==> src/hdl/shadow_port_defines.svh <==
// Register map, field positions and reset values of the shadow data port
`ifndef SHADOW_PORT_DEFINES_SVH
`define SHADOW_PORT_DEFINES_SVH

// ****************************************
// Address map
// ****************************************
`define ADDR_ALIAS_FIRST  32'h5000_1130
`define ADDR_ALIAS10      32'h5000_1158
`define ADDR_ALIAS11      32'h5000_115C
`define ADDR_ALIAS_LAST   32'h5000_116C
`define ADDR_FIFO_CTRL    32'h5000_1108
`define ADDR_LINE_STAT    32'h5000_1114
`define ADDR_MODE         32'h5000_1120
`define ADDR_DIVISOR      32'h5000_1124
`define ADDR_INT_STAT     32'h5000_1128
`define ADDR_INT_MASK     32'h5000_112C

// ****************************************
// Field positions
// ****************************************
`define FCR_EN_BIT        0
`define FCR_RXCLR_BIT     1
`define FCR_TXCLR_BIT     2
`define MODE_IR_BIT       0
`define LSR_DR_BIT        0
`define LSR_OVR_BIT       1
`define LSR_TX_HOLDING_EMPTY_BIT      5
`define LSR_TEMT_BIT      6
`define INT_RX_BIT        0
`define INT_OVR_BIT       1
`define INT_TX_HOLDING_EMPTY_BIT      2

// ****************************************
// Sizes and reset values
// ****************************************
`define FIFO_DEPTH        5'h10
`define DIVISOR_RESET     16'h0010
`define INT_RESET         3'h0
`define BYTE_RESET        8'h00

`endif

==> src/hdl/shadow_port_pkg.sv <==
// Types and shared decode functions of the shadow data port
`include "shadow_port_defines.svh"

package shadow_port_pkg;

	// ****************************************
	// Enumerations
	// ****************************************
	typedef enum logic [1:0] {
		LINE_IDLE  = 2'b00,
		LINE_START = 2'b01,
		LINE_DATA  = 2'b10,
		LINE_STOP  = 2'b11
	} line_state_t;

	typedef enum logic [2:0] {
		SEL_NONE  = 3'b000,
		SEL_ALIAS = 3'b001,
		SEL_FCR   = 3'b010,
		SEL_LSR   = 3'b011,
		SEL_MODE  = 3'b100,
		SEL_DIV   = 3'b101,
		SEL_ISTAT = 3'b110,
		SEL_IMASK = 3'b111
	} reg_sel_t;

	// ****************************************
	// State records
	// ****************************************
	typedef struct packed {
		logic [15:0][7:0] mem;
		logic [3:0]       wr_ptr;
		logic [3:0]       rd_ptr;
		logic [4:0]       count;
	} fifo_regs_t;

	typedef struct packed {
		line_state_t state;
		logic [15:0] cnt;
		logic [2:0]  bitn;
		logic [7:0]  shreg;
		logic        line;
	} tx_regs_t;

	typedef struct packed {
		logic        wr_pend;
		logic [31:0] wr_addr;
		logic        rd_alias;
		logic [31:0] hrdata;
		logic        fifo_en;
		logic        ir_mode;
		logic [15:0] divisor;
		logic [2:0]  int_stat;
		logic [2:0]  int_mask;
		logic        ovr;
		logic        tx_holding_empty_d;
		logic [7:0]  rx_hold;
		logic        rx_hold_v;
		logic [7:0]  tx_hold;
		logic        tx_hold_v;
		line_state_t rx_state;
		logic [15:0] rx_cnt;
		logic [2:0]  rx_bit;
		logic [7:0]  rx_sh;
	} main_regs_t;

	// ****************************************
	// Functions
	// ****************************************
	// End of one bit time; a divisor of 0 or 1 means one cycle per bit
	function automatic logic last_tick(input logic [15:0] cnt, input logic [15:0] div);
		return (div <= 16'h0001) || (cnt >= div - 16'h0001);
	endfunction

	// Register decode, shared by the read and the write phase
	function automatic reg_sel_t reg_sel(input logic [31:0] addr);
		if (addr >= `ADDR_ALIAS_FIRST && addr <= `ADDR_ALIAS_LAST && addr[1:0] == 2'b00) begin
			return SEL_ALIAS;
		end else if (addr == `ADDR_FIFO_CTRL) begin
			return SEL_FCR;
		end else if (addr == `ADDR_LINE_STAT) begin
			return SEL_LSR;
		end else if (addr == `ADDR_MODE) begin
			return SEL_MODE;
		end else if (addr == `ADDR_DIVISOR) begin
			return SEL_DIV;
		end else if (addr == `ADDR_INT_STAT) begin
			return SEL_ISTAT;
		end else if (addr == `ADDR_INT_MASK) begin
			return SEL_IMASK;
		end else begin
			return SEL_NONE;
		end
	endfunction

endpackage

==> src/hdl/shadow_data_port.sv <==
// UART shadow data port with its AHB-Lite register slave
`timescale 1ns/100ps
`default_nettype none
`include "shadow_port_defines.svh"

// Operation
// - Sixteen aliased words reach the same data
// - Read returns received byte in low bits
// - Read data valid only while data ready
// - No FIFO: new byte overwrites, flags overrun
// - FIFO on: read returns receive FIFO head
// - Full FIFO keeps contents, drops byte, overrun
// - Write queues low byte for serial output
// - No FIFO: one write clears holding empty
// - No FIFO: further write overwrites pending byte
// - FIFO on: sixteen bytes accepted before full
// - Write to full transmit FIFO is discarded
module shadow_data_port import shadow_port_pkg::*; (
	input  wire logic        hclk,
	input  wire logic        hresetn,
	input  wire logic        hsel,
	input  wire logic [31:0] haddr,
	input  wire logic [1:0]  htrans,
	input  wire logic        hwrite,
	input  wire logic [2:0]  hsize,
	input  wire logic [31:0] hwdata,
	input  wire logic        hready,
	output logic             hreadyout,
	output logic [31:0]      hrdata,
	output logic             hresp,
	input  wire logic        sin,
	input  wire logic        sir_in,
	output logic             sout,
	output logic             sir_out_n,
	output logic             irq
);

	// ****************************************
	// Declarations
	// ****************************************
	main_regs_t  st;
	main_regs_t  next_st;
	logic        addr_ok;
	reg_sel_t    rd_sel;
	reg_sel_t    wr_sel;
	logic        rx_line;
	logic        rx_done;
	logic [7:0]  rx_byte;
	logic        rx_in_valid;
	logic        rx_in_ready;
	logic        rx_pop;
	logic        rx_out_valid;
	logic [7:0]  rx_head;
	logic [4:0]  rx_count;
	logic        rx_flush;
	logic        tx_push;
	logic        tx_in_valid;
	logic        tx_in_ready;
	logic        tx_pop;
	logic        tx_out_valid;
	logic [7:0]  tx_head;
	logic [4:0]  tx_count;
	logic        tx_flush;
	logic        tx_start;
	logic [7:0]  tx_byte;
	logic        tx_busy;
	logic        tx_line;
	logic        data_ready;
	logic        tx_holding_empty;
	logic [2:0]  int_set;

	// ****************************************
	// Bus side
	// ****************************************
	// Zero wait states; every access is answered OKAY, unmapped reads give zero
	assign hreadyout = 1'b1;
	assign hresp     = 1'b0;
	assign hrdata    = st.hrdata;
	assign addr_ok   = hsel && hready && htrans[1];
	assign rd_sel    = reg_sel(haddr);
	assign wr_sel    = reg_sel(st.wr_addr);
	assign irq       = |(st.int_stat & st.int_mask);

	// Infrared input is taken as an active-high level meaning a zero bit
	assign rx_line   = st.ir_mode ? ~sir_in : sin;
	assign sout      = st.ir_mode ? 1'b1 : tx_line;
	assign sir_out_n = st.ir_mode ? tx_line : 1'b1;

	assign data_ready = st.fifo_en ? rx_out_valid : st.rx_hold_v;
	assign tx_holding_empty       = st.fifo_en ? (tx_count == 5'h00) : !st.tx_hold_v;

	// ****************************************
	// Next state
	// ****************************************
	always_comb begin
		next_st     = st;
		rx_done     = 1'b0;
		rx_byte     = st.rx_sh;
		rx_in_valid = 1'b0;
		rx_pop      = 1'b0;
		rx_flush    = 1'b0;
		tx_push     = 1'b0;
		tx_in_valid = 1'b0;
		tx_pop      = 1'b0;
		tx_flush    = 1'b0;
		tx_start    = 1'b0;
		tx_byte     = st.fifo_en ? tx_head : st.tx_hold;
		int_set     = 3'h0;

		// Receiver: start bit checked at mid-bit, data sampled one bit apart
		next_st.rx_cnt = st.rx_cnt + 16'h0001;
		case (st.rx_state)
			LINE_IDLE: begin
				next_st.rx_cnt = 16'h0000;
				if (!rx_line) begin
					next_st.rx_state = LINE_START;
				end
			end
			LINE_START: begin
				if (st.rx_cnt >= {1'b0, st.divisor[15:1]}) begin
					next_st.rx_cnt   = 16'h0000;
					next_st.rx_bit   = 3'h0;
					next_st.rx_state = rx_line ? LINE_IDLE : LINE_DATA;
				end
			end
			LINE_DATA: begin
				if (last_tick(st.rx_cnt, st.divisor)) begin
					next_st.rx_cnt = 16'h0000;
					next_st.rx_sh  = {rx_line, st.rx_sh[7:1]};
					next_st.rx_bit = st.rx_bit + 3'h1;
					if (st.rx_bit == 3'h7) begin
						next_st.rx_state = LINE_STOP;
					end
				end
			end
			default: begin
				if (last_tick(st.rx_cnt, st.divisor)) begin
					next_st.rx_cnt   = 16'h0000;
					next_st.rx_state = LINE_IDLE;
					rx_done          = 1'b1;
				end
			end
		endcase

		// Address phase of a read: data is latched now so it stands in the data phase
		next_st.wr_pend  = addr_ok && hwrite;
		next_st.wr_addr  = haddr;
		next_st.rd_alias = 1'b0;
		if (addr_ok && !hwrite) begin
			next_st.hrdata = 32'h0000_0000;
			if (rd_sel == SEL_ALIAS) begin
				next_st.rd_alias = 1'b1;
				next_st.hrdata[7:0] = st.fifo_en ? rx_head : st.rx_hold;
				rx_pop = st.fifo_en && rx_out_valid;
				if (!st.fifo_en) begin
					next_st.rx_hold_v = 1'b0;
				end
			end else if (rd_sel == SEL_FCR) begin
				next_st.hrdata[`FCR_EN_BIT] = st.fifo_en;
			end else if (rd_sel == SEL_LSR) begin
				next_st.hrdata[`LSR_DR_BIT]   = data_ready;
				next_st.hrdata[`LSR_OVR_BIT]  = st.ovr;
				next_st.hrdata[`LSR_TX_HOLDING_EMPTY_BIT] = tx_holding_empty;
				next_st.hrdata[`LSR_TEMT_BIT] = tx_holding_empty && !tx_busy;
				next_st.ovr = 1'b0;
			end else if (rd_sel == SEL_MODE) begin
				next_st.hrdata[`MODE_IR_BIT] = st.ir_mode;
			end else if (rd_sel == SEL_DIV) begin
				next_st.hrdata[15:0] = st.divisor;
			end else if (rd_sel == SEL_ISTAT) begin
				next_st.hrdata[2:0] = st.int_stat;
			end else if (rd_sel == SEL_IMASK) begin
				next_st.hrdata[2:0] = st.int_mask;
			end
		end

		// Data phase of a write; only the low byte of an alias write is used
		if (st.wr_pend) begin
			if (wr_sel == SEL_ALIAS) begin
				tx_push = 1'b1;
			end else if (wr_sel == SEL_FCR) begin
				next_st.fifo_en = hwdata[`FCR_EN_BIT];
				rx_flush = hwdata[`FCR_RXCLR_BIT] || (hwdata[`FCR_EN_BIT] != st.fifo_en);
				tx_flush = hwdata[`FCR_TXCLR_BIT] || (hwdata[`FCR_EN_BIT] != st.fifo_en);
			end else if (wr_sel == SEL_MODE) begin
				next_st.ir_mode = hwdata[`MODE_IR_BIT];
			end else if (wr_sel == SEL_DIV) begin
				next_st.divisor = hwdata[15:0];
			end else if (wr_sel == SEL_IMASK) begin
				next_st.int_mask = hwdata[2:0];
			end
		end

		// Received byte: FIFO when enabled, otherwise the single holding byte
		if (rx_done) begin
			int_set[`INT_RX_BIT] = 1'b1;
			if (st.fifo_en) begin
				rx_in_valid = 1'b1;
				if (!rx_in_ready) begin
					int_set[`INT_OVR_BIT] = 1'b1;
				end
			end else begin
				if (st.rx_hold_v && !(addr_ok && !hwrite && rd_sel == SEL_ALIAS)) begin
					int_set[`INT_OVR_BIT] = 1'b1;
				end
				next_st.rx_hold   = rx_byte;
				next_st.rx_hold_v = 1'b1;
			end
		end

		// Transmit start takes the head before a same-cycle write can replace it
		tx_start = !tx_busy && (st.fifo_en ? tx_out_valid : st.tx_hold_v);
		tx_pop   = tx_start && st.fifo_en;
		if (tx_start && !st.fifo_en) begin
			next_st.tx_hold_v = 1'b0;
		end
		if (tx_push) begin
			if (st.fifo_en) begin
				tx_in_valid = 1'b1;
			end else begin
				next_st.tx_hold   = hwdata[7:0];
				next_st.tx_hold_v = 1'b1;
			end
		end

		// Sticky events: a set in the same cycle as a write-one clear wins
		next_st.tx_holding_empty_d = tx_holding_empty;
		int_set[`INT_TX_HOLDING_EMPTY_BIT] = tx_holding_empty && !st.tx_holding_empty_d;
		if (int_set[`INT_OVR_BIT]) begin
			next_st.ovr = 1'b1;
		end
		if (st.wr_pend && wr_sel == SEL_ISTAT) begin
			next_st.int_stat = (st.int_stat & ~hwdata[2:0]) | int_set;
		end else begin
			next_st.int_stat = st.int_stat | int_set;
		end
	end

	// ****************************************
	// State register
	// ****************************************
	always_ff @(posedge hclk or negedge hresetn) begin
		if (!hresetn) begin
			st          <= '0;
			st.divisor  <= `DIVISOR_RESET;
			st.int_stat <= `INT_RESET;
			st.int_mask <= `INT_RESET;
			st.tx_holding_empty_d   <= 1'b1;
			st.rx_state <= LINE_IDLE;
		end else begin
			st <= next_st;
		end
	end

	// ****************************************
	// FIFOs and serialiser
	// ****************************************
	byte_fifo u_rx_fifo (
		.hclk      (hclk),
		.hresetn   (hresetn),
		.flush     (rx_flush),
		.in_valid  (rx_in_valid),
		.in_data   (rx_byte),
		.out_ready (rx_pop),
		.in_ready  (rx_in_ready),
		.out_valid (rx_out_valid),
		.out_data  (rx_head),
		.count     (rx_count)
	);

	byte_fifo u_tx_fifo (
		.hclk      (hclk),
		.hresetn   (hresetn),
		.flush     (tx_flush),
		.in_valid  (tx_in_valid),
		.in_data   (hwdata[7:0]),
		.out_ready (tx_pop),
		.in_ready  (tx_in_ready),
		.out_valid (tx_out_valid),
		.out_data  (tx_head),
		.count     (tx_count)
	);

	serial_tx u_tx (
		.hclk    (hclk),
		.hresetn (hresetn),
		.divisor (st.divisor),
		.start   (tx_start),
		.data    (tx_byte),
		.busy    (tx_busy),
		.line    (tx_line)
	);
endmodule // shadow_data_port

`default_nettype wire

==> src/hdl/byte_fifo.sv <==
// Sixteen-entry byte FIFO held in flip-flops
`timescale 1ns/100ps
`default_nettype none
`include "shadow_port_defines.svh"

module byte_fifo import shadow_port_pkg::*; (
	input  wire logic       hclk,
	input  wire logic       hresetn,
	input  wire logic       flush,
	input  wire logic       in_valid,
	input  wire logic [7:0] in_data,
	input  wire logic       out_ready,
	output logic            in_ready,
	output logic            out_valid,
	output logic [7:0]      out_data,
	output logic [4:0]      count
);

	fifo_regs_t st;
	fifo_regs_t next_st;
	logic       push;
	logic       pop;

	// A full FIFO still takes a byte when the head leaves in the same cycle
	assign out_valid = (st.count != 5'h00);
	assign in_ready  = (st.count != `FIFO_DEPTH) || out_ready;
	assign out_data  = st.mem[st.rd_ptr];
	assign count     = st.count;
	assign push      = in_valid && in_ready;
	assign pop       = out_valid && out_ready;

	// Pointer and count update
	always_comb begin
		next_st = st;
		if (flush) begin
			next_st.wr_ptr = 4'h0;
			next_st.rd_ptr = 4'h0;
			next_st.count  = 5'h00;
		end else begin
			if (push) begin
				next_st.mem[st.wr_ptr] = in_data;
				next_st.wr_ptr = st.wr_ptr + 4'h1;
			end
			if (pop) begin
				next_st.rd_ptr = st.rd_ptr + 4'h1;
			end
			next_st.count = st.count + {4'h0, push} - {4'h0, pop};
		end
	end

	always_ff @(posedge hclk or negedge hresetn) begin
		if (!hresetn) begin
			st <= '0;
		end else begin
			st <= next_st;
		end
	end

endmodule // byte_fifo

`default_nettype wire

==> src/hdl/serial_tx.sv <==
// Serialiser: start bit, eight data bits LSB first, one stop bit
`timescale 1ns/100ps
`default_nettype none
`include "shadow_port_defines.svh"

module serial_tx import shadow_port_pkg::*; (
	input  wire logic        hclk,
	input  wire logic        hresetn,
	input  wire logic [15:0] divisor,
	input  wire logic        start,
	input  wire logic [7:0]  data,
	output logic             busy,
	output logic             line
);

	tx_regs_t st;
	tx_regs_t next_st;

	assign busy = (st.state != LINE_IDLE);
	assign line = st.line;

	// Frame sequencer; start is ignored while a frame is on the line
	always_comb begin
		next_st = st;
		next_st.cnt = st.cnt + 16'h0001;
		case (st.state)
			LINE_IDLE: begin
				next_st.cnt  = 16'h0000;
				next_st.line = 1'b1;
				if (start) begin
					next_st.state = LINE_START;
					next_st.shreg = data;
					next_st.line  = 1'b0;
				end
			end
			LINE_START: begin
				if (last_tick(st.cnt, divisor)) begin
					next_st.cnt   = 16'h0000;
					next_st.state = LINE_DATA;
					next_st.bitn  = 3'h0;
					next_st.line  = st.shreg[0];
				end
			end
			LINE_DATA: begin
				if (last_tick(st.cnt, divisor)) begin
					next_st.cnt   = 16'h0000;
					next_st.shreg = {1'b1, st.shreg[7:1]};
					next_st.bitn  = st.bitn + 3'h1;
					next_st.line  = st.shreg[1];
					if (st.bitn == 3'h7) begin
						next_st.state = LINE_STOP;
						next_st.line  = 1'b1;
					end
				end
			end
			default: begin
				if (last_tick(st.cnt, divisor)) begin
					next_st.cnt   = 16'h0000;
					next_st.state = LINE_IDLE;
				end
			end
		endcase
	end

	always_ff @(posedge hclk or negedge hresetn) begin
		if (!hresetn) begin
			st <= '{state: LINE_IDLE, cnt: 16'h0000, bitn: 3'h0, shreg: `BYTE_RESET, line: 1'b1};
		end else begin
			st <= next_st;
		end
	end

endmodule // serial_tx

`default_nettype wire

==> config.mk <==
export PLATFORM = sky130hd
export DESIGN_NAME = shadow_data_port
export DESIGN_NICKNAME = d
export VERILOG_FILES = /design/src/hdl/shadow_port_pkg.sv /design/src/hdl/shadow_data_port.sv /design/src/hdl/byte_fifo.sv /design/src/hdl/serial_tx.sv
export VERILOG_INCLUDE_DIRS = /design/src /design/src/hdl
export SDC_FILE = /design/constraint.sdc
export NUM_CORES = 1
export LEC_CHECK = 0
export BUFFER_PORTS_ARGS = -buffer_cell sky130_fd_sc_hd__clkbuf_2
export CORE_MARGIN = 2
export CORE_UTILIZATION = 55
export DETAILED_ROUTE_END_ITERATION = 12
export PLACE_DENSITY_LB_ADDON = 0.25
export SETUP_SLACK_MARGIN = 0.02
export SYNTH_ARGS = -nofsm -noshare
export SYNTH_HDL_FRONTEND = slang
export SYNTH_SLANG_ARGS = --single-unit
==> constraint.sdc <==
create_clock -name hclk -period 5.1 [get_ports hclk]
set_input_delay 0 -clock hclk [delete_from_list [all_inputs] [get_ports hclk]]
set_output_delay 0 -clock hclk [all_outputs]
set_load 0.005 [all_outputs]
# Word level (Yosys, flattened, before mapping)
# Index checks and enable logic that the tools add are counted.
# word_totals
register_bits	434
input_bits	76
output_inout_bits	37
elab_cells	328
# op_classes
addsub	13
magnitude_cmp	14
n_eq_ne	44
n_mux	110
n_bitwise	13
reduce_logical	73
# ops
cell	count
== test 32 x 31 -> 1 bit (second input constant)	12
bitwise mux 128 bit	2
one-hot mux 18 bit (3 select lines)	2
two-way mux 3 bit	24
binary-select mux 8 bit (select 4 bit)	2
demux 8 bit (select 4 bit)	2
>= comparator 32 x 31 -> 1 bit (second input constant)	2
<= comparator 32 x 31 -> 1 bit (second input constant)	2
two-way mux 8 bit	8
two-way mux 21 bit	2
two-way mux 1 bit	41
two-way mux 13 bit	3
two-way mux 18 bit	2
adder 16 x 1 -> 16 bit (second input constant)	2
>= comparator 16 bit	2
== test 3 bit (second input constant)	10
two-way mux 15 bit	2
two-way mux 30 bit	1
two-way mux 29 bit	1
logical AND 1 bit	23
nonzero test 2 bit	11
< comparator 4 x 5 -> 1 bit (second input constant)	4
two-way mux 9 bit	2
adder 4 x 1 -> 4 bit (second input constant)	4
other kinds (36)	101

# Longest topological paths before layout
# logic_depth
depth_word	21
depth_mapped	20
ltp_nobuf	20

# Modules after synthesis
# Synthesis repeated with hierarchy kept, for this count alone.
# unflattened
cells_unflattened	1827
area_unflattened_um2	23030.8
# modules_own_cells
mod	instances	cells_each	area_per_inst_um2	seq_area_each_um2
byte_fifo at u_tx_fifo	1	444	6962.9	3528.4
byte_fifo at u_rx_fifo	1	475	6946.7	3528.4
shadow_data_port	1	656	6891.6	3055.4
serial_tx	1	252	2229.6	752.0

# Worst setup path before layout
# OpenSTA, ideal clock, no wires.
# synth_timing
kind	register to register
startpoint	register, netlist name st[58]
endpoint	register u_rx_fifo.st (netlist bit u_rx_fifo.count[4])
setup_ns	0.131
t_arrival_ns	3.891
t_required_ns	4.969
slack_ns	1.078
path_stages_with_launch	18
n_path_buf	0
period_less_slack_ns	4.022
path_cell_list	dfrtp_1 nor4_2 nand2_1 nor3_1 and3_1 xnor2_1 ha_1 and3_1 a2111oi_0 a21bo_2 nor2_1 ha_1 fa_1 a21oi_1 nor2_1 nor2_1 xnor2_1 nor2_1
# synth_rtl
item	line	rtl
end signal: assignment	byte_fifo.sv:55	st <= next_st;
end: declaration	byte_fifo.sv:19	fifo_regs_t st;

==> impl_metrics.toml <==
[synthesis]
ys_types = 74
yosysSeqAreaShare_pct = 50.7
synth_top_flop_cell = "dfrtp_1"
synth-seq-cells = 434
async_flop_share_pct = 100
syn-instance-count = 1675
synth_area_um2 = 21400
avgSynthCellArea_um2 = 12.8
synth_edf_count = 0
yosysWarnings = 0

[floorplanning]
die_y_um = 201
dieArea_um2 = 40500
fp.coreArea_um2 = 38600
die_w_um = 201
boundaryPins = 113
start_util_pct = 55.5
num_rows = 72

[worst_setup_path]
timing.critical_path.buf_inv = 1
crit_path_frequent_cell = "nor2_1"
rr_startpoint = "st[58]"
slowest_stage = "a2111oi_0"
cp-start-kind = "flip-flop"
cpLargestDelayFamily = "simple AND/OR/NAND/NOR gates"
cp_cell_sequence = "nor4_4 -> nand2_1 -> nor3_1 -> and3_1 -> xnor2_1 -> ha_1 -> and3_1 -> a2111oi_0 -> buf_4 -> a21bo_2 -> nor2_1 -> ha_1 -> fa_1 -> a21oi_1 -> nor2_1 -> nor2_1 -> xnor2_1 -> nor2_1"
crit_start = "st[58]"
path_class = "reg -> reg"
max_stage_delay_ns = 0.57
reg2reg_slack_ns = 0.49
crit_required_ns = 5.54
critPathCapture = "u_rx_fifo.count[4]"
r2r_end = "u_rx_fifo.count[4]"
end_kind = "flip-flop"
worst-path-stages = 18
worst-path-max-fanout = 6
cp.arrival_ns = 5.06
r2r_cells = 18

[clocking]
clk_pin_slew_ns = 0.06
ctsLongestPathBuffers = 3
clock-sinks = 434
clock-root-buffer = "clkbuf_16"
cts_inserted_buffers = 46
worst_skew_pair.late_latency_ns = 0.58
post_cts_buffers = 0
cts_max_level = 2
cts_tree = "built"

[pwr]
combinationalPowerShare_pct = 4.7
power_per_cell_area_nw_per_um2 = 302
pwr-share-seq_pct = 49.2
leakagePower_nw = 11.4
p_clk_share_pct = 46.1
peakVddDrop_uv = 249
intPower_mw = 5.65
p_sw_share_pct = 22.1
net-switching-power_mw = 1.60

[routing]
wl_per_cell_um = 20.6
vias = 13600
routed_wl_um = 47400
dr.pass1.iters = 5
initialDrtViolationCount = 893
drc = 0
viasPerCell = 5.90
drtAntennaViolNets = 0

[place]
place_congestion = 0.870
io_buffers = 74
place_inst = 2177
hpwl_um = 31300

[hold_path]
min_path_type = "in -> async"

[global_routing]
grt_pass1_vias = 14200
grt_use_total_pct = 24.3
grt-ovfl-total = 0
grt_max_degree = 159
antenna_found_initial = 1
grt_pass1_wl_um = 77600

[timing]
skew_ns = 0.0139
fmax_ghz = 0.217
fin_crit_sh_pct = 90.5
setup_tns_ns = 0
rsz0062_at_grt = "no"
maxSlewHeadroom_pct = 17.2
timing_hold_violations_final = 0
setup_viol = 0
worstMarginPinSlew_ns = 1.23
drv_slew = 0
fin_crit_ns = 4.61

[final_layout]
fillers = 2978
syn_to_final_growth_pct = 12.2
layout_common_cells = "dfrtp_1, mux2_2, nor2_1"
layout_commonest_cell = "dfrtp_1"
fin_cells = 2302
drive_gt1_share_pct = 31.1
nets = 1909

[run]
cap_violations = 0

[run_status]
status = "finished clean"
## cells in the mapped netlist (11+ instances only)
cell | instances | area [µm²]
buf_4 | 39 | 293
mux4_2 | 73 | 1640
nand3_1 | 50 | 250
nor2b_1 | 14 | 87.6
mux2_2 | 306 | 3450
xnor2_1 | 29 | 254
mux2i_1 | 27 | 270
buf_1 | 18 | 67.6
and2_1 | 11 | 68.8
dfrtp_1 | 431 | 10800
and3_1 | 22 | 138
nand2_1 | 86 | 323
nor3_1 | 12 | 60.1
nand4_1 | 23 | 144
nor4_1 | 12 | 75.1
xor2_1 | 29 | 254
o21ai_0 | 30 | 150
inv_1 | 55 | 206
ha_1 | 77 | 963
nor2_1 | 104 | 390
clkbuf_1 | 54 | 203
a21oi_1 | 33 | 165
## registers in the layout, indices dropped and copies added (netlist names)
signal           count
rx_byte              8
u_tx.line            1
u_rx_fifo.count      5
u_rx_fifo.st       136
u_tx_fifo.count      5
st                  98
u_tx_fifo.st       136
u_tx.st             29
hrdata              16
## area by class of cell
type	instances	area, µm²	area share [%]
Antenna cell	1	2.50	0.0104
Clock buffer	66	1330	5.53
Clock inverter	11	174	0.724
Inverter	56	210	0.875
Multi-Input combinational cell	1084	9840	41.0
Sequential cell	434	10900	45.2
Tap cell	518	648	2.70
Timing Repair Buffer	132	958	3.99
## kinds of logic (layout without fill, tap and decap cells)
family | count (synthesis) | in the layout | synth area share [%]
AO/OA/AOI/OAI | 150 | 150 | 4.73
XOR/XNOR | 58 | 58 | 2.37
adder cells (fa/ha/maj) | 79 | 79 | 4.69
buffers and inverters | 173 | 265 | 3.75
flip-flops | 434 | 434 | 50.7
multiplexers | 407 | 407 | 25.1
other | 2 | 19 | 0.0351
AND/OR/NAND/NOR | 372 | 372 | 8.61
## power by group through the flow
stage / combinational [mW] / clock (mW) / sequential (mW)
2_1_floorplan: 0.185 / 0 / 3.60
3_5_place_dp: 0.312 / 0 / 3.62
3_3_place_gp: 0.303 / 0 / 3.62
4_1_cts: 0.342 / 3.41 / 3.56
5_1_grt: 0.383 / 3.58 / 3.57
6_report: 0.340 / 3.34 / 3.56
## through the flow
| stage | hold WS [ns] | instance area, µm² | utilization [%] | setup slack (ns) | power, mW |
|---|---|---|---|---|---|
| floorplan | -0.296 | 21500 | - | 1.08 | 3.78 |
| global placement | 0.0671 | 22000 | 57.2 | 0.310 | 3.92 |
| detailed placement | 0.0630 | 22000 | 57.2 | 0.158 | 3.94 |
| CTS | 0.0203 | 24000 | 62.3 | 0.136 | 7.32 |
| global route | 0.0491 | 24000 | 62.3 | 0.159 | 7.54 |
| finish | 0.0270 | 24000 | 62.3 | 0.485 | 7.25 |
## worst min path at each step
| stage | start | endpoint | depth (start not counted) |
|---|---|---|---|
| after floorplan | hresetn | hrdata[0] | 0 |
| after CTS | hwdata[5] | u_tx_fifo.st[18] | 2 |
| after global routing | hwdata[4] | u_tx_fifo.st[73] | 2 |
| after detailed placement | hresetn | st[119] | 1 |
| after global placement | hresetn | st[119] | 1 |
| final | hresetn | st[129] | 2 |
## metal layers
layer | global-route usage (%) | share of wire, %
met2 | 40.6 | 50
met3 | 3.45 | 3.8
met5 | 0 | 0
met1 | 32.8 | 44
met4 | 8.25 | 2.8
## repair_timing
action	in CTS	in global routing
resized for setup	0	2
setup endpoints to repair	0	129
hold buffers	47	0
endpoints found under the hold margin	155	0
No activity file was read; power rests on OpenSTA's default activity.
